[src/ulc_defs.vh]
`ifndef ULC_DEFS_VH
`define ULC_DEFS_VH
// ----------------------------------------
// Register indices (byte address = index)
// ----------------------------------------
`define ULC_A_DATA 3'h0
`define ULC_A_DIVM 3'h1
`define ULC_A_FIFO 3'h2
`define ULC_A_LINE 3'h3
`define ULC_A_MODEM 3'h4
`define ULC_A_FEAT 3'h5
`define ULC_A_TRIG 3'h6
`define ULC_A_ENH 3'h7
// ----------------------------------------
// Field positions
// ----------------------------------------
`define ULC_FC_EN 0
`define ULC_LC_DIV 7
`define ULC_LC_BRK 6
`define ULC_LC_FORCE 5
`define ULC_LC_EVEN 4
`define ULC_LC_PAR 3
`define ULC_LC_STOP 2
`define ULC_MC_PRE 7
`define ULC_MC_IR 6
`define ULC_MC_XANY 5
`define ULC_MC_LOOP 4
`define ULC_MC_SCI 3
`define ULC_FT_RXINV 4
`define ULC_EF_ENH 4
`define ULC_EF_SWFC 3
// ----------------------------------------
// Reset values and counts
// ----------------------------------------
`define ULC_RST_BYTE 8'h00
`define ULC_RST_TRIG 8'h01
`define ULC_PRE_DIV 2'h3
`endif

[src/ulc_channel.v]
`timescale 1ns/1ps
`include "ulc_defs.vh"
// Function
// - FIFO enable bit must be set in same write for other fields to load.
// - Table 00: rx levels 1,4,8,14; tx level fixed 1.
// - Table 01: rx 8,16,24,28; tx 16,8,24,30.
// - Table 10: rx 8,16,56,60; tx 8,16,32,56.
// - Table 11: levels come from programmable rx and tx trigger registers.
// - Divisor-access bit maps data locations to divisor latches.
// - Break bit forces transmit output low until cleared.
// - Parity enable adds parity bit on transmit and checks on receive.
// - Even-select 0 gives odd count of ones, 1 gives even.
// - Forced parity is 1 when even-select 0, 0 when even-select 1.
// - Stop bit 0 gives one stop; 1 gives 1.5 for 5-bit, else 2.
// - Word length field 00..11 selects 5..8 data bits.
// - Prescaler, infrared and Xon-any bits writable only with enhanced enable.
// - Prescaler 1 divides baud source by four, else undivided.
// - Infrared enable loads strap level at reset release.
// - Infrared mode routes serial through codec, tx idles low, rx may invert.
// - Exact infrared pulse width only at 16x and zero fraction field.
// - With Xon-any, any received character resumes suspended transmission.
// - Loopback bit selects local loopback mode.
// - Send-immediate byte goes ahead of FIFO bytes; bit self-clears when the byte is written.
// - With the ULC_EF_SWFC bit set, pending Xon/Xoff characters go before the send-immediate byte.
// - In loopback, carrier-detect status mirrors the send-immediate bit.
module ulc_channel (
    input wire core_clk,
    input wire resetn,
    input wire [2:0] regAddr,
    input wire [7:0] regWdata,
    input wire regWr,
    input wire regRd,
    output reg [7:0] regRdata,
    input wire infraredStrapPin,
    input wire txBusy,
    input wire shiftLoad,
    input wire xonXoffPending,
    input wire flowSuspended,
    input wire rxCharDone,
    input wire [7:0] txChar,
    input wire serialTxRaw,
    input wire irTxPulse,
    input wire serialRxPin,
    input wire fracZero,
    input wire sample16x,
    output reg serialTxPin,
    output wire rxToCore,
    output wire rxToDecoder,
    output reg [6:0] rxTrigLevel,
    output reg [6:0] txTrigLevel,
    output reg fifoEnable,
    output wire divisorAccess,
    output wire [3:0] wordBits,
    output wire parityEnable,
    output wire [1:0] stopHalfBits,
    output wire txParityBit,
    output wire rxParityOk,
    input wire [7:0] rxChar,
    input wire rxParityIn,
    output reg baudTick,
    output wire infraredMode,
    output wire irPulseExact,
    output wire loopbackMode,
    output wire carrierDetect,
    output reg flowResume,
    output reg sendImmValid,
    output reg [7:0] sendImmByte,
    input wire sendImmTaken
);
    // ----------------------------------------
    // Registers
    // ----------------------------------------
    // Each instance holds its own copy, so two channels never interact
    reg [7:0] fifoCtl_ff;
    reg [7:0] lineCtl_ff;
    reg [7:0] modemCtl_ff;
    reg [7:0] featCtl_ff;
    reg [7:0] enhCtl_ff;
    reg [7:0] rxTrigReg_ff;
    reg [7:0] txTrigReg_ff;
    reg [7:0] divHigh_ff;
    reg [7:0] divLow_ff;
    reg [7:0] divFrac_ff;
    reg strapPend_ff;
    reg [1:0] preCnt_ff;
    reg sciArmed_ff;
    reg [7:0] nxt_modemCtl;

    wire enhOn = enhCtl_ff[`ULC_EF_ENH];
    wire isWr = regWr;
    // Extra divisor-fraction byte sits in the feature slot while latched
    wire dataWr = isWr && regAddr == `ULC_A_DATA && !lineCtl_ff[`ULC_LC_DIV];

    assign divisorAccess = lineCtl_ff[`ULC_LC_DIV];

    // ----------------------------------------
    // Send-immediate handoff
    // ----------------------------------------
    // Byte leaves only when the shift register is free and loading
    // With ULC_EF_SWFC set, flow characters win the shift register over the immediate byte
    wire immMayLoad = sendImmValid && shiftLoad &&
        !(enhCtl_ff[`ULC_EF_SWFC] && xonXoffPending) && !txBusy;

    // ----------------------------------------
    // Trigger table decode
    // ----------------------------------------
    function [6:0] rxLevel;
        input [1:0] tab;
        input [1:0] code;
        input [7:0] prog;
        begin
            case (tab)
                2'h0: begin
                    case (code)
                        2'h0: rxLevel = 7'h01;
                        2'h1: rxLevel = 7'h04;
                        2'h2: rxLevel = 7'h08;
                        default: rxLevel = 7'h0e;
                    endcase
                end
                2'h1: begin
                    case (code)
                        2'h0: rxLevel = 7'h08;
                        2'h1: rxLevel = 7'h10;
                        2'h2: rxLevel = 7'h18;
                        default: rxLevel = 7'h1c;
                    endcase
                end
                2'h2: begin
                    case (code)
                        2'h0: rxLevel = 7'h08;
                        2'h1: rxLevel = 7'h10;
                        2'h2: rxLevel = 7'h38;
                        default: rxLevel = 7'h3c;
                    endcase
                end
                default: rxLevel = prog[6:0];
            endcase
        end
    endfunction

    function [6:0] txLevel;
        input [1:0] tab;
        input [1:0] code;
        input [7:0] prog;
        begin
            case (tab)
                2'h0: txLevel = 7'h01;
                2'h1: begin
                    case (code)
                        2'h0: txLevel = 7'h10;
                        2'h1: txLevel = 7'h08;
                        2'h2: txLevel = 7'h18;
                        default: txLevel = 7'h1e;
                    endcase
                end
                2'h2: begin
                    case (code)
                        2'h0: txLevel = 7'h08;
                        2'h1: txLevel = 7'h10;
                        2'h2: txLevel = 7'h20;
                        default: txLevel = 7'h38;
                    endcase
                end
                default: txLevel = prog[6:0];
            endcase
        end
    endfunction

    always @* begin
        rxTrigLevel = rxLevel(featCtl_ff[7:6], fifoCtl_ff[7:6], rxTrigReg_ff);
        txTrigLevel = txLevel(featCtl_ff[7:6], fifoCtl_ff[5:4], txTrigReg_ff);
        fifoEnable = fifoCtl_ff[`ULC_FC_EN];
    end

    // ----------------------------------------
    // Modem control next value
    // ----------------------------------------
    always @* begin
        nxt_modemCtl = modemCtl_ff;
        if (isWr && regAddr == `ULC_A_MODEM) begin
            nxt_modemCtl[4:0] = regWdata[4:0];
            if (enhOn) begin
                nxt_modemCtl[7:5] = regWdata[7:5];
            end
        end
        // Self-clear once the immediate byte is captured
        if (dataWr && sciArmed_ff) begin
            nxt_modemCtl[`ULC_MC_SCI] = 1'b0;
        end
        if (strapPend_ff) begin
            nxt_modemCtl[`ULC_MC_IR] = infraredStrapPin;
        end
    end

    // ----------------------------------------
    // Register writes
    // ----------------------------------------
    always @(posedge core_clk or negedge resetn) begin
        if (!resetn) begin
            fifoCtl_ff <= `ULC_RST_BYTE;
            lineCtl_ff <= `ULC_RST_BYTE;
            modemCtl_ff <= `ULC_RST_BYTE;
            featCtl_ff <= `ULC_RST_BYTE;
            enhCtl_ff <= `ULC_RST_BYTE;
            rxTrigReg_ff <= `ULC_RST_TRIG;
            txTrigReg_ff <= `ULC_RST_TRIG;
            divHigh_ff <= `ULC_RST_BYTE;
            divLow_ff <= `ULC_RST_BYTE;
            divFrac_ff <= `ULC_RST_BYTE;
            strapPend_ff <= 1'b1;
            sciArmed_ff <= 1'b0;
            sendImmValid <= 1'b0;
            sendImmByte <= `ULC_RST_BYTE;
        end else begin
            // Strap caught on the first clock after release, not at reset
            strapPend_ff <= 1'b0;
            modemCtl_ff <= nxt_modemCtl;
            if (isWr) begin
                case (regAddr)
                    `ULC_A_DATA: begin
                        if (lineCtl_ff[`ULC_LC_DIV]) begin
                            divLow_ff <= regWdata;
                        end
                    end
                    `ULC_A_DIVM: begin
                        if (lineCtl_ff[`ULC_LC_DIV]) begin
                            divHigh_ff <= regWdata;
                        end
                    end
                    `ULC_A_FIFO: begin
                        if (regWdata[`ULC_FC_EN]) begin
                            fifoCtl_ff <= regWdata;
                        end else begin
                            fifoCtl_ff[`ULC_FC_EN] <= 1'b0;
                        end
                    end
                    `ULC_A_LINE: lineCtl_ff <= regWdata;
                    `ULC_A_FEAT: begin
                        if (lineCtl_ff[`ULC_LC_DIV]) begin
                            divFrac_ff <= regWdata;
                        end else begin
                            featCtl_ff <= regWdata;
                        end
                    end
                    `ULC_A_TRIG: begin
                        if (featCtl_ff[7:6] == 2'h3) begin
                            rxTrigReg_ff <= regWdata;
                            txTrigReg_ff <= regWdata;
                        end
                    end
                    `ULC_A_ENH: enhCtl_ff <= regWdata;
                    default: begin
                    end
                endcase
            end
            // Only the access straight after setting the bit counts
            if (isWr || regRd) begin
                sciArmed_ff <= isWr && regAddr == `ULC_A_MODEM && regWdata[`ULC_MC_SCI];
            end
            if (dataWr && sciArmed_ff) begin
                sendImmValid <= 1'b1;
                sendImmByte <= regWdata;
            end else if (sendImmTaken && immMayLoad) begin
                // Core taking it while flow bytes wait would reorder the line
                sendImmValid <= 1'b0;
            end
        end
    end

    // ----------------------------------------
    // Read path
    // ----------------------------------------
    always @(posedge core_clk or negedge resetn) begin
        if (!resetn) begin
            regRdata <= `ULC_RST_BYTE;
        end else if (regRd) begin
            case (regAddr)
                `ULC_A_DATA: regRdata <= divisorAccess ? divLow_ff : `ULC_RST_BYTE;
                `ULC_A_DIVM: regRdata <= divisorAccess ? divHigh_ff : `ULC_RST_BYTE;
                `ULC_A_FIFO: regRdata <= {fifoEnable, fifoEnable, 6'h00};
                `ULC_A_LINE: regRdata <= lineCtl_ff;
                `ULC_A_MODEM: regRdata <= modemCtl_ff;
                `ULC_A_FEAT: regRdata <= divisorAccess ? divFrac_ff : featCtl_ff;
                `ULC_A_TRIG: regRdata <= {1'b0, rxTrigLevel};
                default: regRdata <= enhCtl_ff;
            endcase
        end else begin
            regRdata <= `ULC_RST_BYTE;
        end
    end

    // ----------------------------------------
    // Character format
    // ----------------------------------------
    assign wordBits = {2'h0, lineCtl_ff[1:0]} + 4'h5;
    assign parityEnable = lineCtl_ff[`ULC_LC_PAR];
    // Counted in half bits: 2, 3, or 0 standing for 4 (two-bit field wraps)
    assign stopHalfBits = !lineCtl_ff[`ULC_LC_STOP] ? 2'h2 :
        (lineCtl_ff[1:0] == 2'h0) ? 2'h3 : 2'h0;

    function parOf;
        input [7:0] d;
        input [1:0] wl;
        input even;
        input force_;
        reg x;
        begin
            x = ^(d & (8'h1f | (8'he0 >> (2'h3 - wl))));
            if (force_) begin
                parOf = ~even;
            end else begin
                parOf = even ? x : ~x;
            end
        end
    endfunction

    assign txParityBit = parOf(txChar, lineCtl_ff[1:0], lineCtl_ff[`ULC_LC_EVEN],
        lineCtl_ff[`ULC_LC_FORCE]);
    assign rxParityOk = !parityEnable || (rxParityIn == parOf(rxChar, lineCtl_ff[1:0],
        lineCtl_ff[`ULC_LC_EVEN], lineCtl_ff[`ULC_LC_FORCE]));

    // ----------------------------------------
    // Prescaler
    // ----------------------------------------
    always @(posedge core_clk or negedge resetn) begin
        if (!resetn) begin
            preCnt_ff <= 2'h0;
            baudTick <= 1'b0;
        end else begin
            preCnt_ff <= preCnt_ff + 2'h1;
            baudTick <= !modemCtl_ff[`ULC_MC_PRE] || preCnt_ff == `ULC_PRE_DIV;
        end
    end

    // ----------------------------------------
    // Serial path, infrared, loopback
    // ----------------------------------------
    assign infraredMode = modemCtl_ff[`ULC_MC_IR];
    assign loopbackMode = modemCtl_ff[`ULC_MC_LOOP];
    assign rxToDecoder = serialRxPin ^ featCtl_ff[`ULC_FT_RXINV];
    // Loopback feeds the core's own transmit stream back, line held idle unless break is set
    assign rxToCore = loopbackMode ? serialTxRaw : serialRxPin;
    assign irPulseExact = infraredMode && sample16x && fracZero;
    assign carrierDetect = loopbackMode && modemCtl_ff[`ULC_MC_SCI];

    always @(posedge core_clk or negedge resetn) begin
        if (!resetn) begin
            serialTxPin <= 1'b1;
            flowResume <= 1'b0;
        end else begin
            if (lineCtl_ff[`ULC_LC_BRK]) begin
                serialTxPin <= 1'b0;
            end else if (loopbackMode) begin
                serialTxPin <= !infraredMode;
            end else if (infraredMode) begin
                serialTxPin <= irTxPulse;
            end else begin
                serialTxPin <= serialTxRaw;
            end
            flowResume <= modemCtl_ff[`ULC_MC_XANY] && flowSuspended && rxCharDone;
        end
    end
endmodule

[config.mk]
export PLATFORM = sky130hd
export DESIGN_NAME = ulc_channel
export DESIGN_NICKNAME = d
export VERILOG_FILES = /design/src/ulc_channel.v
export VERILOG_INCLUDE_DIRS = /design/src
export SDC_FILE = /design/constraint.sdc
export NUM_CORES = 1
export LEC_CHECK = 0
export BUFFER_PORTS_ARGS = -buffer_cell sky130_fd_sc_hd__buf_2
export CAP_MARGIN = 15
export CORE_MARGIN = 2
export CORE_UTILIZATION = 55
export DETAILED_ROUTE_END_ITERATION = 8
export GPL_ROUTABILITY_DRIVEN = 0
export PLACE_DENSITY_LB_ADDON = 0.1
export SYNTH_ARGS = -nofsm -noshare
export SYNTH_HDL_FRONTEND = slang
export SYNTH_SLANG_ARGS = --single-unit
[constraint.sdc]
create_clock -name core_clk -period 2.8 [get_ports core_clk]
set_clock_uncertainty 0.15 [all_clocks]
set_input_delay 0.56 -clock core_clk [delete_from_list [all_inputs] [get_ports core_clk]]
set_output_delay 0.56 -clock core_clk [all_outputs]
set_load 0.005 [all_outputs]
==> results of run 1 <==
worst max-delay path: stages (launching register included):
cell and delay [ns]:
dfrtp_1 0.41, inv_1 0.13, ha_4 0.18, nor2b_4 0.04, xnor2_2 0.16, xnor3_1 0.24
or3_1 0.32, a21bo_1 0.18, buf_2 0.12
power by group through the flow:
stage	registers, mW	clock network [mW]	logic, mW
3_3_place_gp	1.91	0	1.01
6_report	1.90	0.995	1.07
4_1_cts	1.90	1.01	1.06
2_1_floorplan	1.81	0	0.741
5_1_grt	1.95	1.07	1.20
3_5_place_dp	1.93	0	1.04
synthesized netlist by cell type (8+ instances only):
cell / instances
dfrtp_1: 89
mux2_2: 67
nand2_1: 55
o21ai_0: 22
a21oi_1: 18
nor2_1: 17
clkbuf_1: 15
nor2b_1: 12
inv_1: 11
buf_2: 10
nand2b_1: 10
xnor2_1: 10
mux2i_1: 9
ha_1: 8
cell type report:
| type | instances | area (µm²) |
|---|---|---|
| well taps | 105 | 131 |
| multi-input cells | 293 | 2180 |
| clock inverters | 5 | 85.1 |
| fillers | 673 | 2690 |
| flip-flops and latches | 92 | 2310 |
| clock buffers | 11 | 141 |
| inverters | 12 | 45.0 |
| repair buffers | 108 | 591 |
metrics by stage:
stage	instances	worst slack (ns)	total power [mW]
2_1_floorplan	424	0.256	2.55
3_3_place_gp	607	0.0932	2.92
3_5_place_dp	607	0.0443	2.97
4_1_cts	626	-0.0651	3.97
5_1_grt	626	-0.160	4.21
6_report	626	-0.0518	3.97
cell families after synthesis:
group / after synthesis / share of synthesized area, %
and+or+nand+nor: 124 / 13.0
DFF: 92 / 49.9
muxes: 76 / 18.3
AOI/OAI and AO/OA: 68 / 9.25
buffers and inverters: 39 / 3.60
xor gates and xnor gates: 15 / 3.60
adders and majority gates: 9 / 2.38
other: 1 / 0.0811
timing repair:
| item | 4_1_cts | 5_1_grt |
|---|---|---|
| endpoints found under the setup margin | 2 | 1 |
| pin swaps | 5 | 0 |
| buffers inserted | 3 | 0 |
| gates resized for setup | 1 | 5 |
path summary, 6_finish.rpt:
path | to | slack [ns]
min | txLevel.prog[2] | 0.03
min reg2reg | preCnt_ff[0] | 0.28
max | rxParityOk | -0.05
max in group asynchronous | txLevel.prog[0] | 1.78
min in group core_clk | modemCtl_ff[6] | 0.26
max reg2reg | divHigh_ff[7] | 0.57
flip-flops by register name, summed over array words and instances (netlist names), 5 cells and up:
register / flops
fifoCtl_ff: 5
enhCtl_ff: 8
sendImmByte: 8
regRdata: 8
txLevel.prog: 7
featCtl_ff: 8
divLow_ff: 8
lineCtl_ff: 8
modemCtl_ff: 8
divHigh_ff: 8
divFrac_ff: 8
per-layer routing:
layer | wire (µm) | part of all wire (%)
met5 | 0 | 0
met4 | 137 | 1.2
met3 | 666 | 5.9
met2 | 5340 | 48
met1 | 5060 | 45
==> flow_summary_export.csv, run 1 <==
group,metric,value,unit
outcome,outcome,"finished, violations left",
outcome,violations,"setup timing",
pwr,p_leak,2.66,nW
floorplan,initial_core_util,56.6,%
sta,final_hold_viol_count,0,
detailed_routing,vias_per_cell,5.54,
pwr,combPwrFrac,27.0,%
synthesis,synth_ff_type,"dfrtp_1",
finish,syn2layout_area_growth,18.5,%
detailed_routing,drt_pass1_iterations,4,
clock_tree,cts_tree,"done",
pwr,power.density,724,nW/µm²
clock_tree,cts_buffer_depth,2,
floorplan,die_area,9160,µm²
pwr,power.switching,1.19,mW
sta,grt_setup_unrepaired,"true",
floorplan,die_w,95.7,µm
global_routing,gr-usage-met3,4.39,%
critical_path,crit_start,"lineCtl_ff[0]",
sta,fmax,351,MHz
synthesis,syn-cell-area,4620,µm²
pwr,ir_drop,0.000441,V
finish,drive_above_1_share,39.0,%
finish,layout_commonest_cell,"buf_2",
global_routing,grt_max_degree,53,
global_routing,grtUsageMet1,38.1,%
synthesis,yosys_warnings,0,
finish,final_nets,568,
synthesis,post-synth-top-area-fraction,48.2,%
critical_path,worstReg2RegStart,"lineCtl_ff[7]",
critical_path,critPathKind,"reg2out",
floorplan,num_rows,33,
floorplan,io-pin-count,95,
sta,worst_hold_slack,0.0255,ns
clock_tree,cts-root-buf,"clkbuf_8",
critical_path,arrival,2.14,ns
detailed_routing,vias,3470,
synthesis,synth-edff-count,0,
pwr,clkPwrFrac,25.1,%
sta,timing.final.crit_period,2.85,ns
pwr,pwr-share-seq,47.9,%
detailed_routing,drt_wl_total,11.2,mm
clock_tree,holdBufCountCts,0,
place,port_buffers,94,
sta,period_share,102,%
sta,layout_setup_ws,-0.0518,ns
place,placed_cell_area,5200,µm²
sta,maxSlewHeadroom,54.4,%
global_routing,grt_pass1_vias,3381,
floorplan,core,8180,µm²
sta,worstMarginPinSlew,0.684,ns
synthesis,yosysUniqueCellTypes,50,
critical_path,critPathMaxFanout,3,
global_routing,grtUsageMet2,40.3,%
sta,setup_viol,1,
sta,finalMaxSlewViolations,0,
global_routing,gr-max-usage-layer,"met2",
detailed_routing,wl_per_cell,17.9,µm
job,maxCapViolCount,0,
finish,final_cell_mix,"buf_2 (93), dfrtp_1 (89), mux2_2 (67), nand2_1 (55), o21ai_0 (22)",
critical_path,cp.required,2.09,ns
clock_tree,clk_pin_slew,0.09,ns
pwr,p_int,2.78,mW
pwr,swShare,30.1,%
finish,antenna_cells,0,
global_routing,grt_pass1_wl,17.7,mm
clock_tree,cts_sinks,92,
finish,stdcell_area,5480,µm²
synthesis,yosysTopAreaCell,"dfrtp_1",
synthesis,syn_avg_cell_area,10.9,µm²
detailed_routing,drt_iter0_markers,206,
hold_path,hold_class,"in2async",
sta,finalSetupTns,-0.0518,ns
finish,fin_util,67.0,%
clock_tree,numCtsBuffers,9,
clock_tree,htree_levels,3,
critical_path,reg2regPathDepth,3,
critical_path,startpoint_type,"flop",
synthesis,synth_nets,476,
floorplan,die_h,95.7,µm
critical_path,cp-end-kind,"output pin",
global_routing,grt_usage,26.1,%
synthesis,yosysSeqAreaShare,49.9,%
detailed_routing,drc,0,
synthesis,syn_inst,424,
global_routing,grt_overflow,0,
synthesis,yosys_register_bits,92,
place,post-dp-hpwl,7.96,mm
detailed_routing,ant_nets,0,
clock_tree,clock_latency,0.36,ns
synthesis,synth.area.top_cells,"dfrtp_1 (48%), mux2_2 (16%), nand2_1 (4.5%)",
synthesis,async_flop_share,100,%
global_routing,antenna_found_initial,0,
Note: power is estimated with default switching activity, not from simulation.
==> run 2: changes to the inputs <==
--- a/config.mk
+++ b/config.mk
@@ -10,9 +10,11 @@
 export CAP_MARGIN = 15
 export CORE_MARGIN = 2
 export CORE_UTILIZATION = 55
+export CTS_BUF_LIST = sky130_fd_sc_hd__clkbuf_8
 export DETAILED_ROUTE_END_ITERATION = 8
 export GPL_ROUTABILITY_DRIVEN = 0
 export PLACE_DENSITY_LB_ADDON = 0.1
+export SLEW_MARGIN = 40
 export SYNTH_ARGS = -nofsm -noshare
 export SYNTH_HDL_FRONTEND = slang
 export SYNTH_SLANG_ARGS = --single-unit
==> run 2 against run 1 <==
Net effect:
- the flow still finishes with violations (setup timing)
- critical path depth did not move
- maximum frequency fell by 0.14%
- sequential power barely moved
- critical endpoint unchanged
- largest power group unchanged
==> flow_summary_export.csv, run 2 (synthesis gave the netlist of run 1 again) <==
group,metric,value,unit
detailed_routing,drc,0,
pwr,pwr-share-seq,47.9,%
critical_path,cp-end-kind,"output pin",
sta,finalSetupTns,-0.0559,ns
sta,final_hold_viol_count,0,
place,post-dp-hpwl,7.96,mm
finish,fin_util,67.0,%
pwr,swShare,30.2,%
sta,timing.final.crit_period,2.86,ns
sta,fmax,350,MHz
pwr,combPwrFrac,27.0,%
global_routing,antenna_found_initial,0,
pwr,ir_drop,0.000441,V
clock_tree,htree_levels,3,
detailed_routing,drt_iter0_markers,206,
pwr,p_int,2.77,mW
finish,final_cell_mix,"buf_2 (93), dfrtp_1 (89), mux2_2 (67), nand2_1 (55), o21ai_0 (22)",
critical_path,cp.required,2.09,ns
detailed_routing,wl_per_cell,17.9,µm
place,placed_cells,607,
clock_tree,clock_latency,0.36,ns
sta,layout_setup_ws,-0.0559,ns
sta,worstMarginPinSlew,0.686,ns
sta,maxSlewHeadroom,54.3,%
clock_tree,cts_tree,"done",
floorplan,die_area,9160,µm²
floorplan,io-pin-count,95,
pwr,power,3.97,mW
sta,setup_viol,1,
pwr,p_leak,2.66,nW
pwr,power.density,724,nW/µm²
global_routing,grt_pass1_vias,3381,
floorplan,num_rows,33,
floorplan,core,8180,µm²
floorplan,initial_core_util,56.6,%
sta,finalMaxSlewViolations,0,
critical_path,critPathMaxFanout,3,
finish,finalNonFillerCells,626,
pwr,clkPwrFrac,25.1,%
detailed_routing,vias,3466,
outcome,outcome,"finished, violations left",
detailed_routing,vias_per_cell,5.54,
floorplan,die_w,95.7,µm
detailed_routing,drt_wl_total,11.2,mm
floorplan,die_h,95.7,µm
clock_tree,cts_sinks,92,
sta,grt_setup_unrepaired,"true",
global_routing,grt_max_degree,53,
finish,syn2layout_area_growth,18.5,%
outcome,violations,"setup timing",
sta,period_share,102,%
finish,layout_commonest_cell,"buf_2",
global_routing,grt_usage,26.1,%
place,port_buffers,94,
critical_path,critPathKind,"reg2out",
clock_tree,cts_buffer_depth,2,
sta,worst_hold_slack,0.0253,ns
global_routing,grt_pass1_wl,17.7,mm
detailed_routing,ant_nets,0,
global_routing,grt_overflow,0,
detailed_routing,drt_pass1_iterations,4,
finish,antenna_cells,0,
finish,drive_above_1_share,39.0,%
critical_path,startpoint_type,"flop",
job,maxCapViolCount,0,
pwr,power.switching,1.20,mW
critical_path,arrival,2.15,ns
clock_tree,numCtsBuffers,9,
hold_path,hold_class,"in2async",
clock_tree,cts-root-buf,"clkbuf_8",
clock_tree,clk_pin_slew,0.09,ns
finish,final_nets,568,
[run 2: worst paths after layout]
kind                                   from              end  slack, ns  depth (start not counted)
setup / recovery              lineCtl_ff[0]       rxParityOk      -0.06                          8
hold / removal                       resetn  txLevel.prog[2]       0.03                          1
setup reg to reg              lineCtl_ff[7]    divHigh_ff[7]       0.57                          3
hold reg to reg                preCnt_ff[0]     preCnt_ff[0]       0.28                          1
max in group asynchronous            resetn  txLevel.prog[0]       1.78                          2
min in group core_clk      infraredStrapPin   modemCtl_ff[6]       0.26                          3
[run 2: final cells by class]
cell class                 count  area [µm²]
clock buffer                  10         138
inverter                      12        45.0
clock inverter                 6        88.8
fill                         673        2690
timing repair buffer         108         591
tap                          105         131
multi-input combinational    293        2180
sequential                    92        2310
[run 2: layer usage]
layer / wire [µm] / share of wire (%) / track usage, % / up-vias
li1: - / - / - / 1655
met1: 5080 / 45 / 38.1 / 1684
met2: 5320 / 47 / 40.3 / 113
met3: 671 / 6.0 / 4.39 / 14
met4: 137 / 1.2 / 7.50 / 0
met5: 0 / 0 / 0 / -
[run 2: repair_timing]
action                     4_1_cts  5_1_grt
pin swaps                        5        0
hold buffers                     0        0
setup endpoints to repair        2        1
gates resized for setup          1        5
buffers inserted                 3        0
[run 2: metrics by stage]
step / cell area [µm²] / setup WS [ns]
3_5_place_dp: 5200 / 0.0443
5_1_grt: 5480 / -0.160
4_1_cts: 5450 / -0.0651
3_3_place_gp: 5200 / 0.0932
6_report: 5480 / -0.0559
2_1_floorplan: 4620 / 0.256
[run 2: critical path, cell delays in order, from the launching register on]
cell	delay, ns
dfrtp_1	0.41
inv_1	0.13
ha_4	0.18
nor2b_4	0.04
xnor2_2	0.16
xnor3_1	0.24
or3_1	0.32
a21bo_1	0.18
buf_2	0.12
[run 2: power groups by stage]
stage / sequential (mW) / combinational, mW / clock [mW]
2_1_floorplan: 1.81 / 0.741 / 0
3_3_place_gp: 1.91 / 1.01 / 0
3_5_place_dp: 1.93 / 1.04 / 0
4_1_cts: 1.90 / 1.06 / 1.01
5_1_grt: 1.95 / 1.20 / 1.06
6_report: 1.90 / 1.07 / 0.995
==> run 3: changes to the inputs <==
--- a/config.mk
+++ b/config.mk
@@ -6,7 +6,7 @@
 export SDC_FILE = /design/constraint.sdc
 export NUM_CORES = 1
 export LEC_CHECK = 0
-export BUFFER_PORTS_ARGS = -buffer_cell sky130_fd_sc_hd__buf_2
+export BUFFER_PORTS_ARGS = -buffer_cell sky130_fd_sc_hd__clkbuf_2
 export CAP_MARGIN = 15
 export CORE_MARGIN = 2
 export CORE_UTILIZATION = 55
==> run 3 against run 2 <==
Net effect:
- the run now ends clean
- via count grew 1.6%
- utilization grew 0.37 points
- total power shrank 0.97%
- sequential power is essentially flat
- sequential share of layout area shrank 0.23 points
- flip-flop and latch count is the same
- die area is the same
- register-to-register slack is essentially flat
- worst setup slack gained 0.060 ns
- hold slack gained 0.020 ns
- first-iteration DRC count grew 9.7%
- clock-buffer cell count is the same
- critical endpoint unchanged
==> flow_summary_export.csv, run 3 (synthesis gave the netlist of run 1 again) <==
group,metric,value,unit
outcome,outcome,"completed",
clock_tree,clk_pin_slew,0.09,ns
hold_path,hold_class,"in2async",
clock_tree,cts_buffer_depth,2,
critical_path,cp.required,2.09,ns
sta,fmax,358,MHz
detailed_routing,drc,0,
detailed_routing,ant_nets,0,
clock_tree,holdBufCountCts,0,
sta,timing.final.crit_period,2.80,ns
floorplan,die_h,95.7,µm
critical_path,startpoint_type,"flop",
floorplan,initial_core_util,56.6,%
critical_path,critPathMaxFanout,4,
clock_tree,cts_sinks,92,
sta,worstMarginPinSlew,0.686,ns
clock_tree,cts-root-buf,"clkbuf_8",
clock_tree,cts_tree,"done",
finish,seqCellArea,2310,µm²
global_routing,grt_pass1_wl,18.1,mm
detailed_routing,drt_pass1_iterations,4,
critical_path,path_cells,"inv_2 -> ha_4 -> nor2b_4 -> xnor2_2 -> xnor3_1 -> or3_1 -> a21bo_1 -> clkbuf_2",
finish,finalNonFillerCells,628,
pwr,combPwrFrac,28.4,%
finish,drive_above_1_share,40.5,%
finish,final_cell_mix,"clkbuf_2 (93), dfrtp_1 (89), mux2_2 (67), nand2_1 (53), o21ai_0 (22)",
finish,layout_commonest_cell,"clkbuf_2",
pwr,swShare,31.0,%
pwr,p_leak,2.67,nW
pwr,pwr-share-seq,48.1,%
finish,antenna_cells,0,
critical_path,critPathBufInv,2,
global_routing,grt_max_degree,48,
pwr,power.density,713,nW/µm²
clock_tree,numCtsBuffers,9,
detailed_routing,drt_iter0_markers,226,
place,placed_cells,608,
place,post-dp-hpwl,8.08,mm
detailed_routing,vias,3521,
critical_path,arrival,2.09,ns
sta,worst_hold_slack,0.0451,ns
sta,maxSlewHeadroom,54.3,%
sta,final_hold_viol_count,0,
global_routing,grt_usage,27.0,%
critical_path,crit_slowest_cell,"dfrtp_1",
floorplan,die_w,95.7,µm
finish,syn2layout_area_growth,19.2,%
pwr,power.switching,1.22,mW
floorplan,die_area,9160,µm²
pwr,ir_drop,0.000392,V
detailed_routing,drt_wl_total,11.3,mm
clock_tree,htree_levels,3,
critical_path,cp-end-kind,"output pin",
sta,period_share,99.8,%
sta,setup_viol,0,
clock_tree,clock_latency,0.36,ns
sta,finalSetupTns,0,ns
global_routing,grt_overflow,0,
critical_path,crit_family,"simple AND/OR/NAND/NOR gates",
floorplan,num_rows,33,
detailed_routing,vias_per_cell,5.61,
finish,final_nets,570,
floorplan,io-pin-count,95,
pwr,p_int,2.71,mW
critical_path,max_stage_delay,0.41,ns
job,maxCapViolCount,0,
global_routing,antenna_found_initial,0,
place,port_buffers,94,
finish,multiInputGateArea,2210,µm²
detailed_routing,wl_per_cell,18.0,µm
floorplan,core,8180,µm²
global_routing,grt_pass1_vias,3396,
pwr,clkPwrFrac,23.5,%
sta,grt_setup_unrepaired,"true",
critical_path,critPathKind,"reg2out",
finish,fill_cells,659,
sta,finalMaxSlewViolations,0,
run 3: cell types whose count changed in the layout (fill, tap and decap cells not counted), sizes merged:
cell	previous run	this run
clkbuf	10	103
clkinv	3	2
bufinv	2	1
inv	12	15
buf	108	17
clkinvlp	1	0
run 3: what timing repair did:
| item | in CTS | in global routing |
|---|---|---|
| gates resized for setup | 14 | 2 |
| endpoints found under the setup margin | 2 | 2 |
| pin swaps | 7 | 0 |
| setup buffers | 4 | 0 |
run 3: cell type report:
type / count / share of cell area, %
Clock buffer: 10 / 2.50
Clock inverter: 6 / 1.25
Inverter: 12 / 0.817
Multi-Input combinational cell: 293 / 40.1
Sequential cell: 92 / 41.8
Tap cell: 105 / 2.38
Timing Repair Buffer: 110 / 11.1
run 3: per-layer routing:
| metal | part of all wire [%] | GRT usage, % | wire length, µm | up-vias |
|---|---|---|---|---|
| met5 | 0 | 0 | 0 | - |
| met4 | 1.4 | 8.57 | 161 | 0 |
| met3 | 7.7 | 5.87 | 866 | 13 |
| met2 | 46 | 41.6 | 5220 | 119 |
| met1 | 45 | 38.4 | 5030 | 1734 |
| li1 | - | - | - | 1655 |
run 3: metrics by stage:
stage          power (mW)  setup slack, ns  util, %  instance area, µm²
2_1_floorplan        2.55            0.256        -                4620
3_3_place_gp         2.94           0.0765     63.7                5210
3_5_place_dp         2.98           0.0352     63.7                5210
4_1_cts              3.96         -0.00559     67.3                5500
5_1_grt              4.19           -0.109     67.4                5510
6_report             3.93          0.00423     67.4                5510
run 3: power by group through the flow:
| stage | clock [mW] | combinational, mW | sequential [mW] |
|---|---|---|---|
| 4_1_cts | 0.947 | 1.12 | 1.89 |
| 6_report | 0.925 | 1.12 | 1.89 |
| 5_1_grt | 1.01 | 1.25 | 1.94 |
| 3_3_place_gp | 0 | 1.04 | 1.90 |
| 2_1_floorplan | 0 | 0.741 | 1.81 |
| 3_5_place_dp | 0 | 1.07 | 1.91 |
run 3: worst paths after layout:
path	startpoint	to	slack, ns	cells after the start
worst min-delay path	resetn	txLevel.prog[4]	0.05	1
min in group core_clk	irTxPulse	serialTxPin	0.25	3
worst max-delay path	lineCtl_ff[1]	rxParityOk	0.004	8
max in group asynchronous	resetn	strapPend_ff	1.76	2
worst min register to register	lineCtl_ff[6]	serialTxPin	0.27	1
worst max register to register	lineCtl_ff[7]	divFrac_ff[2]	0.57	3
